<file path="src/rtl/dcm_pkg.sv">
`default_nettype none
package dcm_pkg;

  // task file offsets on the command block port
  localparam logic [2:0] ADDR_DATA    = 3'h0;
  localparam logic [2:0] ADDR_FEATURE = 3'h1;
  localparam logic [2:0] ADDR_SEC_CNT = 3'h2;
  localparam logic [2:0] ADDR_SEC_NUM = 3'h3;
  localparam logic [2:0] ADDR_CYL_LO  = 3'h4;
  localparam logic [2:0] ADDR_CYL_HI  = 3'h5;
  localparam logic [2:0] ADDR_DEV_HD  = 3'h6;
  localparam logic [2:0] ADDR_CMD     = 3'h7;

  // opcodes and monitoring keys
  localparam logic [7:0] OP_SET_MULT  = 8'hC6;
  localparam logic [7:0] OP_SLEEP     = 8'hE6;
  localparam logic [7:0] OP_SLEEP_ALT = 8'h99;
  localparam logic [7:0] OP_SMART     = 8'hB0;
  localparam logic [7:0] SMART_KEY_LO = 8'h4F;
  localparam logic [7:0] SMART_KEY_HI = 8'hC2;

  // monitoring subcommand codes
  localparam logic [7:0] SUB_READ_ATTR  = 8'hD0;
  localparam logic [7:0] SUB_READ_THR   = 8'hD1;
  localparam logic [7:0] SUB_AUTOSAVE   = 8'hD2;
  localparam logic [7:0] SUB_SAVE_ATTR  = 8'hD3;
  localparam logic [7:0] SUB_OFFLINE    = 8'hD4;
  localparam logic [7:0] SUB_READ_LOG   = 8'hD5;
  localparam logic [7:0] SUB_WRITE_LOG  = 8'hD6;
  localparam logic [7:0] SUB_ENABLE     = 8'hD8;
  localparam logic [7:0] SUB_DISABLE    = 8'hD9;
  localparam logic [7:0] SUB_STATUS     = 8'hDA;
  localparam logic [7:0] SUB_AUTO_OFFLN = 8'hDB;

  // largest legal multiple block size
  localparam logic [7:0] BSIZE_MAX = 8'h10;

  // status and error bit positions
  localparam int ST_BSY = 7;
  localparam int ST_RDY = 6;
  localparam int ST_DF  = 5;
  localparam int ST_DSC = 4;
  localparam int ST_COR = 2;
  localparam int ST_ERR = 0;
  localparam int ER_ABT = 2;

  // reset, busy and completion values
  localparam logic [7:0] STATUS_READY = 8'h50;
  localparam logic [7:0] STATUS_BUSY  = 8'h80;
  localparam logic [7:0] STATUS_ABORT = 8'h51;
  localparam logic [7:0] ERROR_NONE   = 8'h00;
  localparam logic [7:0] ERROR_ABORT  = 8'h04;

  typedef enum logic [1:0] {
    DCM_IDLE   = 2'b00,
    DCM_BUSY   = 2'b01,
    DCM_SPIN   = 2'b10,
    DCM_ASLEEP = 2'b11
  } dcm_state_e;

  typedef struct packed {
    logic       valid;
    logic [7:0] code;
    logic [7:0] count;
    logic [7:0] number;
  } dcm_smart_s;

  typedef struct packed {
    logic is_set_mult;
    logic bsize_ok;
    logic is_sleep;
    logic is_smart;
    logic keys_ok;
    logic sub_ok;
  } dcm_decode_s;

  typedef struct packed {
    logic meta;
    logic stable;
  } dcm_sync_s;

  typedef struct packed {
    dcm_state_e st;
    logic [7:0] feature;
    logic [7:0] sec_count;
    logic [7:0] sec_num;
    logic [7:0] cyl_lo;
    logic [7:0] cyl_hi;
    logic [7:0] dev_head;
    logic [7:0] opcode;
    logic [7:0] status;
    logic [7:0] error;
    logic       mult_en;
    logic [7:0] mult_size;
    logic       spin_req;
    logic       if_active;
    logic       asleep;
    logic [7:0] rdata;
    dcm_smart_s smart;
    logic       done;
  } dcm_main_s;

endpackage
`default_nettype wire

</file>
<file path="src/rtl/dcm_sync.sv">
`timescale 1ns/10ps
`default_nettype none
module dcm_sync
(
  input  wire logic core_clk,
  input  wire logic reset,
  input  wire logic din,
  output logic      dout
);

  dcm_pkg::dcm_sync_s cur;
  dcm_pkg::dcm_sync_s next_cur;

  // meta stage feeds only the stable stage
  always_comb
  begin
    next_cur.meta   = din;
    next_cur.stable = cur.meta;
  end

  always_ff @(posedge core_clk or posedge reset)
  begin
    if (reset)
    begin
      cur <= '0;
    end
    else
    begin
      cur <= next_cur;
    end
  end

  assign dout = cur.stable;

endmodule // dcm_sync
`default_nettype wire

</file>
<file path="src/rtl/dcm_decode.sv">
`timescale 1ns/10ps
`default_nettype none
module dcm_decode
(
  input  wire logic [7:0]          opcode,
  input  wire logic [7:0]          feature,
  input  wire logic [7:0]          sec_count,
  input  wire logic [7:0]          cyl_lo,
  input  wire logic [7:0]          cyl_hi,
  output dcm_pkg::dcm_decode_s     dec
);

  logic [7:0] count_less;

  // pure classification of the latched task file
  always_comb
  begin
    count_less      = 8'(sec_count - 8'h01);
    dec.is_set_mult = (opcode == dcm_pkg::OP_SET_MULT);
    // power of two up to the maximum, zero included
    dec.bsize_ok    = ((sec_count & count_less) == 8'h00) &&
                      (sec_count <= dcm_pkg::BSIZE_MAX);
    dec.is_sleep    = (opcode == dcm_pkg::OP_SLEEP) ||
                      (opcode == dcm_pkg::OP_SLEEP_ALT);
    dec.is_smart    = (opcode == dcm_pkg::OP_SMART);
    dec.keys_ok     = (cyl_lo == dcm_pkg::SMART_KEY_LO) &&
                      (cyl_hi == dcm_pkg::SMART_KEY_HI);
    // undefined codes such as the gap at D7 are refused
    unique case (feature)
      dcm_pkg::SUB_READ_ATTR,
      dcm_pkg::SUB_READ_THR,
      dcm_pkg::SUB_AUTOSAVE,
      dcm_pkg::SUB_SAVE_ATTR,
      dcm_pkg::SUB_OFFLINE:    dec.sub_ok = 1'b1;
      dcm_pkg::SUB_READ_LOG,
      dcm_pkg::SUB_WRITE_LOG,
      dcm_pkg::SUB_ENABLE,
      dcm_pkg::SUB_DISABLE,
      dcm_pkg::SUB_STATUS,
      dcm_pkg::SUB_AUTO_OFFLN: dec.sub_ok = 1'b1;
      default:                 dec.sub_ok = 1'b0;
    endcase
  end

endmodule // dcm_decode
`default_nettype wire

</file>
<file path="src/rtl/dcm_cmd.sv">
// Functional notes
// - opcode C6h written to the command register selects block-size setting.
// - legal nonzero block size enables multi-sector transfers and records sectors per interrupt.
// - illegal block size aborts the command and disables multi-sector transfers.
// - block size comes from sector count; legal values 0,1,2,4,8,16.
// - block size zero is legal and leaves multi-sector transfers disabled.
// - opcode E6h or 99h requests the sleep state.
// - entering sleep stops the spindle and makes the host interface inactive.
// - spindle already stopped means sleep is entered without spin-down.
// - only software or hardware reset wakes the device from sleep.
// - monitoring command B0h is accepted only with the fixed cylinder keys.
// - feature codes D0h to D4h are decoded as monitoring subcommands.
// - feature codes D5h, D6h, D8h to DBh are decoded as subcommands.
`timescale 1ns/10ps
`default_nettype none
module dcm_cmd
(
  input  wire logic          core_clk,
  input  wire logic          reset,
  input  wire logic          soft_reset,
  input  wire logic          spindle_stopped,
  input  wire logic          reg_wr,
  input  wire logic          reg_rd,
  input  wire logic [2:0]    reg_addr,
  input  wire logic [7:0]    reg_wdata,
  output logic      [7:0]    reg_rdata,
  output logic      [7:0]    command_status_flags,
  output logic      [7:0]    command_error_flags,
  output logic               multiple_enabled,
  output logic      [7:0]    multiple_block_size,
  output logic               spindle_stop_req,
  output logic               interface_active,
  output logic               asleep,
  output dcm_pkg::dcm_smart_s smart_req,
  output logic               cmd_done
);

  dcm_pkg::dcm_main_s   cur;
  dcm_pkg::dcm_main_s   next_cur;
  dcm_pkg::dcm_decode_s dec;
  logic                 stopped_s;
  logic                 cmd_wr;

  // spindle status arrives from the motor side, outside this clock
  dcm_sync u_stop_sync
  (
    .core_clk (core_clk),
    .reset    (reset),
    .din      (spindle_stopped),
    .dout     (stopped_s)
  );

  // classification works on the latched task file, not the live bus
  dcm_decode u_decode
  (
    .opcode    (cur.opcode),
    .feature   (cur.feature),
    .sec_count (cur.sec_count),
    .cyl_lo    (cur.cyl_lo),
    .cyl_hi    (cur.cyl_hi),
    .dec       (dec)
  );

  // a command is only taken while idle and awake
  assign cmd_wr = reg_wr && (reg_addr == dcm_pkg::ADDR_CMD) &&
                  (cur.st == dcm_pkg::DCM_IDLE) && cur.if_active && !soft_reset;

  // next state of the whole block
  always_comb
  begin
    next_cur             = cur;
    next_cur.smart.valid = 1'b0;
    next_cur.done        = 1'b0;
    next_cur.rdata       = 8'h00;

    // read port is dead while the interface is inactive
    if (reg_rd && cur.if_active)
    begin
      unique case (reg_addr)
        dcm_pkg::ADDR_DATA:    next_cur.rdata = 8'h00;
        dcm_pkg::ADDR_FEATURE: next_cur.rdata = cur.error;
        dcm_pkg::ADDR_SEC_CNT: next_cur.rdata = cur.sec_count;
        dcm_pkg::ADDR_SEC_NUM: next_cur.rdata = cur.sec_num;
        dcm_pkg::ADDR_CYL_LO:  next_cur.rdata = cur.cyl_lo;
        dcm_pkg::ADDR_CYL_HI:  next_cur.rdata = cur.cyl_hi;
        dcm_pkg::ADDR_DEV_HD:  next_cur.rdata = cur.dev_head;
        dcm_pkg::ADDR_CMD:     next_cur.rdata = cur.status;
      endcase
    end

    if (soft_reset)
    begin
      // software reset is the soft wake path out of sleep
      next_cur.st        = dcm_pkg::DCM_IDLE;
      next_cur.status    = dcm_pkg::STATUS_READY;
      next_cur.error     = dcm_pkg::ERROR_NONE;
      next_cur.if_active = 1'b1;
      next_cur.spin_req  = 1'b0;
      next_cur.asleep    = 1'b0;
    end
    else
    begin
      unique case (cur.st)
        dcm_pkg::DCM_IDLE:
        begin
          // task file writes; busy blocks them by leaving this state
          if (reg_wr && cur.if_active)
          begin
            unique case (reg_addr)
              dcm_pkg::ADDR_DATA:    next_cur.st = cur.st;
              dcm_pkg::ADDR_FEATURE: next_cur.feature = reg_wdata;
              dcm_pkg::ADDR_SEC_CNT: next_cur.sec_count = reg_wdata;
              dcm_pkg::ADDR_SEC_NUM: next_cur.sec_num = reg_wdata;
              dcm_pkg::ADDR_CYL_LO:  next_cur.cyl_lo = reg_wdata;
              dcm_pkg::ADDR_CYL_HI:  next_cur.cyl_hi = reg_wdata;
              dcm_pkg::ADDR_DEV_HD:  next_cur.dev_head = reg_wdata;
              dcm_pkg::ADDR_CMD:
              begin
                next_cur.opcode = reg_wdata;
                next_cur.status = dcm_pkg::STATUS_BUSY;
                next_cur.st     = dcm_pkg::DCM_BUSY;
              end
            endcase
          end
        end

        dcm_pkg::DCM_BUSY:
        begin
          // one execute cycle, then completion flags, except sleep with the spindle still turning, which waits for spin-down
          next_cur.done   = 1'b1;
          next_cur.st     = dcm_pkg::DCM_IDLE;
          next_cur.status = dcm_pkg::STATUS_READY;
          next_cur.error  = dcm_pkg::ERROR_NONE;
          if (dec.is_set_mult)
          begin
            if (dec.bsize_ok)
            begin
              // zero is accepted but switches the mode off
              next_cur.mult_en   = (cur.sec_count != 8'h00);
              next_cur.mult_size = cur.sec_count;
            end
            else
            begin
              next_cur.mult_en = 1'b0;
              next_cur.status  = dcm_pkg::STATUS_ABORT;
              next_cur.error   = dcm_pkg::ERROR_ABORT;
            end
          end
          else if (dec.is_sleep)
          begin
            if (stopped_s)
            begin
              // nothing to spin down, drop straight into sleep
              next_cur.st        = dcm_pkg::DCM_ASLEEP;
              next_cur.spin_req  = 1'b1;
              next_cur.if_active = 1'b0;
              next_cur.asleep    = 1'b1;
              next_cur.rdata     = 8'h00; // no read answer survives into sleep
            end
            else
            begin
              next_cur.done     = 1'b0;
              next_cur.status   = dcm_pkg::STATUS_BUSY;
              next_cur.st       = dcm_pkg::DCM_SPIN;
              next_cur.spin_req = 1'b1;
            end
          end
          else if (dec.is_smart && dec.keys_ok && dec.sub_ok)
          begin
            // subcommand body lives outside; hand it the parameters
            next_cur.smart.valid  = 1'b1;
            next_cur.smart.code   = cur.feature;
            next_cur.smart.count  = cur.sec_count;
            next_cur.smart.number = cur.sec_num;
          end
          else
          begin
            // bad keys, bad subcommand or an opcode not handled here
            next_cur.status = dcm_pkg::STATUS_ABORT;
            next_cur.error  = dcm_pkg::ERROR_ABORT;
          end
        end

        dcm_pkg::DCM_SPIN:
        begin
          // no timeout: the motor side must report stop eventually
          if (stopped_s)
          begin
            next_cur.done      = 1'b1;
            next_cur.st        = dcm_pkg::DCM_ASLEEP;
            next_cur.status    = dcm_pkg::STATUS_READY;
            next_cur.error     = dcm_pkg::ERROR_NONE;
            next_cur.if_active = 1'b0;
            next_cur.asleep    = 1'b1;
            next_cur.rdata     = 8'h00; // a late read must not show while asleep
          end
        end

        dcm_pkg::DCM_ASLEEP:
        begin
          // only a reset leaves; every access is ignored
          next_cur.st = dcm_pkg::DCM_ASLEEP;
        end
      endcase
    end
  end

  // state register; hardware reset leaves multi-sector mode disabled
  always_ff @(posedge core_clk or posedge reset)
  begin
    if (reset)
    begin
      cur           <= '0;
      cur.st        <= dcm_pkg::DCM_IDLE;
      cur.status    <= dcm_pkg::STATUS_READY;
      cur.error     <= dcm_pkg::ERROR_NONE;
      cur.if_active <= 1'b1;
    end
    else
    begin
      cur <= next_cur;
    end
  end

  // all outputs straight from the state register
  assign reg_rdata            = cur.rdata;
  assign command_status_flags = cur.status;
  assign command_error_flags  = cur.error;
  assign multiple_enabled     = cur.mult_en;
  assign multiple_block_size  = cur.mult_size;
  assign spindle_stop_req     = cur.spin_req;
  assign interface_active     = cur.if_active;
  assign asleep               = cur.asleep;
  assign smart_req            = cur.smart;
  assign cmd_done             = cur.done;
endmodule // dcm_cmd
`default_nettype wire

</file>
<file path="config.mk">
export PLATFORM = sky130hd
export DESIGN_NAME = dcm_cmd
export DESIGN_NICKNAME = d
export VERILOG_FILES = /design/src/rtl/dcm_pkg.sv /design/src/rtl/dcm_sync.sv /design/src/rtl/dcm_decode.sv /design/src/rtl/dcm_cmd.sv
export SDC_FILE = /design/constraint.sdc
export NUM_CORES = 1
export LEC_CHECK = 0
export ABC_AREA = 0
export BUFFER_PORTS_ARGS = -buffer_cell sky130_fd_sc_hd__buf_4
export CORE_ASPECT_RATIO = 0.5
export CORE_MARGIN = 5
export CORE_UTILIZATION = 64
export CTS_BUF_LIST = sky130_fd_sc_hd__clkbuf_8
export DETAILED_ROUTE_END_ITERATION = 8
export PLACE_DENSITY = 0.95
export SYNTH_ARGS = -nofsm -noshare
export SYNTH_HDL_FRONTEND = slang
export SYNTH_SLANG_ARGS = --single-unit
</file>
<file path="constraint.sdc">
create_clock -name core_clk -period 10.9 [get_ports core_clk]
set_clock_uncertainty 0.15 [all_clocks]
set_input_delay 2.18 -clock core_clk [delete_from_list [all_inputs] [get_ports core_clk]]
set_output_delay 2.18 -clock core_clk [all_outputs]
set_load 0.01 [all_outputs]
</file>
==> impl_metrics.toml <==
[timing]
fin_crit_sh = 0.327
slew_violations = 0
relSlewSlack = 0.535
fin_tns_setup_ns = 0
rsz0062_at_grt = "no"
worst_slew_pin_slew_ns = 0.697
finalCriticalPeriod_ns = 3.56
fmax_mhz = 281
finalHoldViolCount = 0
setup_violations = 0

[critical_path]
reg2reg_slack_ns = 8.40
r2r_start = "cur[90]"
required_ns = 11.02
startpoint_type = "input port"
cp.arrival_ns = 3.68
cp-end-kind = "flop"
rr_worst_depth = 6
crit_type = "input port to flop"
worstSetupStartpoint = "soft_reset"
r2r-end = "smart_req[3]"
setup.worst_path.end = "cur[101]"
path_max_fanout = 14

[yosys]
synth_compound_area_frac = 0.0750
syn-mean-instance-area_um2 = 12.4
synth_top_cell_by_area = "dfrtp_1"
yosys-mux-area-fraction = 0.194
syn_inst = 436
synth.top_cell.area_share = 0.498
ys_async_sr_fraction = 1.00
synth_flop_cell = "dfrtp_1"
synth_top_family_by_area = "multiplexers"
yosys.area_share.xor_xnor = 0.00162
yosys.area_share.simple = 0.107
syn_area_um2 = 5420
synth-edff-count = 0
ys_ff_latch = 110
yosysWarningCount = 0
synthAdderAreaFrac = 0.0111
synth.area.top_cells = "dfrtp_1, mux2_2, buf_4"
synth.yosys.seq_area_share = 0.508
synth.distinct_cells = 64

[grt]
grt_max_degree = 59
antenna_found_initial = 1
grt_pass1_vias = 3655
grt_first_pass_wirelength_mm = 20.0
grt_overflow = 0
grt_usage = 0.249

[floorplanning]
io-pin-count = 79
initial_core_util = 0.668
die_h_um = 75.1
core_area_um2 = 8120
dieArea_um2 = 10500
fp-row-count = 23
die_x_um = 140

[place]
place_hpwl_mm = 8.51
gp_congestion = 0.944
io_buffers = 67
place_inst = 554

[clock_network]
cts_sinks = 110
cts_hold_buf = 0
cts_buffers = 9
cts_setup_buffers = 0
clk_pin_slew_ns = 0.10
tritoncts = "built"
htreeDepth = 3
ctsResizeCount = 0
clk_path_buf_depth = 2
worst_skew_pair.late_latency_ns = 0.39
root_buffer = "clkbuf_8"

[drt]
firstDrtPassIters = 5
ant_nets = 0
route.met3.wl_mm = 1.37
wl_met1_mm = 4.97
met2_length_mm = 5.50
drt_iter0_drc = 443
vias = 3606
wirelength_mm = 12.3
top_layer = "met5"
wl_per_cell_um = 21.6
remaining_drc_errors = 0
vias_per_cell = 6.33

[cells_and_area]
area_delta_synth_final_pct = 6.97
fill_cells = 514
antennaDiodeCount = 0
nets = 474
instances_no_fill = 570
drive_above_1_share = 0.367

[power]
intPower_mw = 0.669
finalPower_mw = 0.972
power_frac_comb = 0.179
p_clk_frac = 0.260
seqPwrFrac = 0.561
power_density_nw_per_um2 = 168
p_switching_mw = 0.303
peakVddDrop_uv = 80.8
power.leakage_nw = 2.78
power_switching_share = 0.312

[worst_hold_path]
hp-class = "flop to flop"

[status]
status = "finished clean"

[flow_run]
drv_cap = 0
[worst max-delay path, cell delays in order]
cell and delay [ns]:
buf_4 0.17, nand4b_1 0.30, nor3_2 0.61, mux2_2 0.41
[per-stage QoR]
stage	area [um^2]	util	worst slack, ns	hold slack (ns)
finish	5800	0.715	7.34	0.224
floorplan	5460	-	5.67	0.181
global placement	5600	0.689	7.05	0.183
CTS	5800	0.715	7.36	0.218
detailed placement	5600	0.689	6.97	0.202
global route	5800	0.715	7.33	0.215
[flip-flops by register name, indices dropped and copies added, names as in the netlist]
| signal | count |
|---|---|
| smart_req | 25 |
| command_status_flags | 3 |
| multiple_enabled | 1 |
| u_stop_sync.cur | 1 |
| u_stop_sync.dout | 1 |
| spindle_stop_req | 1 |
| cur | 58 |
| interface_active | 1 |
| asleep | 1 |
| multiple_block_size | 8 |
| command_error_flags | 1 |
| reg_rdata | 8 |
| cmd_done | 1 |
[how the worst min path moves through the flow]
stage / cells past startpoint / from / slack, ns / to
final: 0 / u_stop_sync.cur[1] / 0.22 / u_stop_sync.dout
after global routing: 0 / u_stop_sync.cur[1] / 0.21 / u_stop_sync.dout
after CTS: 0 / u_stop_sync.cur[1] / 0.22 / u_stop_sync.dout
after detailed placement: 0 / u_stop_sync.cur[1] / 0.20 / u_stop_sync.dout
after global placement: 0 / u_stop_sync.cur[1] / 0.18 / u_stop_sync.dout
after floorplan: 0 / u_stop_sync.cur[1] / 0.18 / u_stop_sync.dout
[power groups by stage]
stage	Clock (mW)	Sequential [mW]	Combinational [mW]
after floorplan	0	0.513	0.148
after global placement	0	0.542	0.160
after detailed placement	0	0.549	0.170
after CTS	0.258	0.541	0.172
after global routing	0.275	0.552	0.189
final	0.253	0.546	0.174
[cells in the final DEF, fill, tap and decap left out, types with 5 or more instances in the layout]
master and count:
a32oi_1 6, nor3_1 5, buf_4 69, clkbuf_8 9, nor2b_1 7, mux2_1 18, mux2_2 64, dfrtp_1 108
inv_1 7, a21oi_1 18, conb_1 11, nand2_1 9, mux2_4 5, nor2_1 17, a22oi_1 5, o21ai_0 7
[cells by family after synthesis]
| logic type | count (synthesis) |
|---|---|
| xor gates and xnor gates | 1 |
| other | 1 |
| buffers and inverters | 81 |
| muxes | 91 |
| adders and majority gates | 5 |
| AOI/OAI and AO/OA | 60 |
| and+or+nand+nor | 87 |
| DFF | 110 |
[cell type report]
type                    instances  area [um^2]  share of cell area
well taps                     112          140              0.0242
inverters                       8         32.5             0.00561
flip-flops and latches        110         2760               0.475
multi-input cells             255         2150               0.371
repair buffers                 69          518              0.0893
clock buffers                   9          124              0.0214
clock inverters                 7         80.1              0.0138
[synth_stat cells (all sizes together), types with 3 or more instances]
| cell type | number |
|---|---|
| dfrtp | 108 |
| nand2b | 3 |
| nand2 | 11 |
| buf | 65 |
| o21ai | 9 |
| a221oi | 3 |
| inv | 8 |
| nand3 | 4 |
| nor3 | 7 |
| nor2b | 7 |
| nor4 | 5 |
| nand4b | 4 |
| or2 | 4 |
| mux2 | 87 |
| clkbuf | 8 |
| a21oi | 18 |
| o22ai | 4 |
| and4b | 3 |
| nand4 | 3 |
| and2 | 3 |
| nor2 | 17 |
| ha | 4 |
| mux2i | 3 |
| a32oi | 6 |
| a22oi | 5 |
| or4b | 3 |
[layer usage]
layer | up-vias | track usage
met1 | 1757 | 0.317
met3 | 65 | 0.0901
met5 | - | 0
met2 | 231 | 0.388
li1 | 1551 | -
met4 | 2 | 0.119
Power figures use the tool's default switching activity.
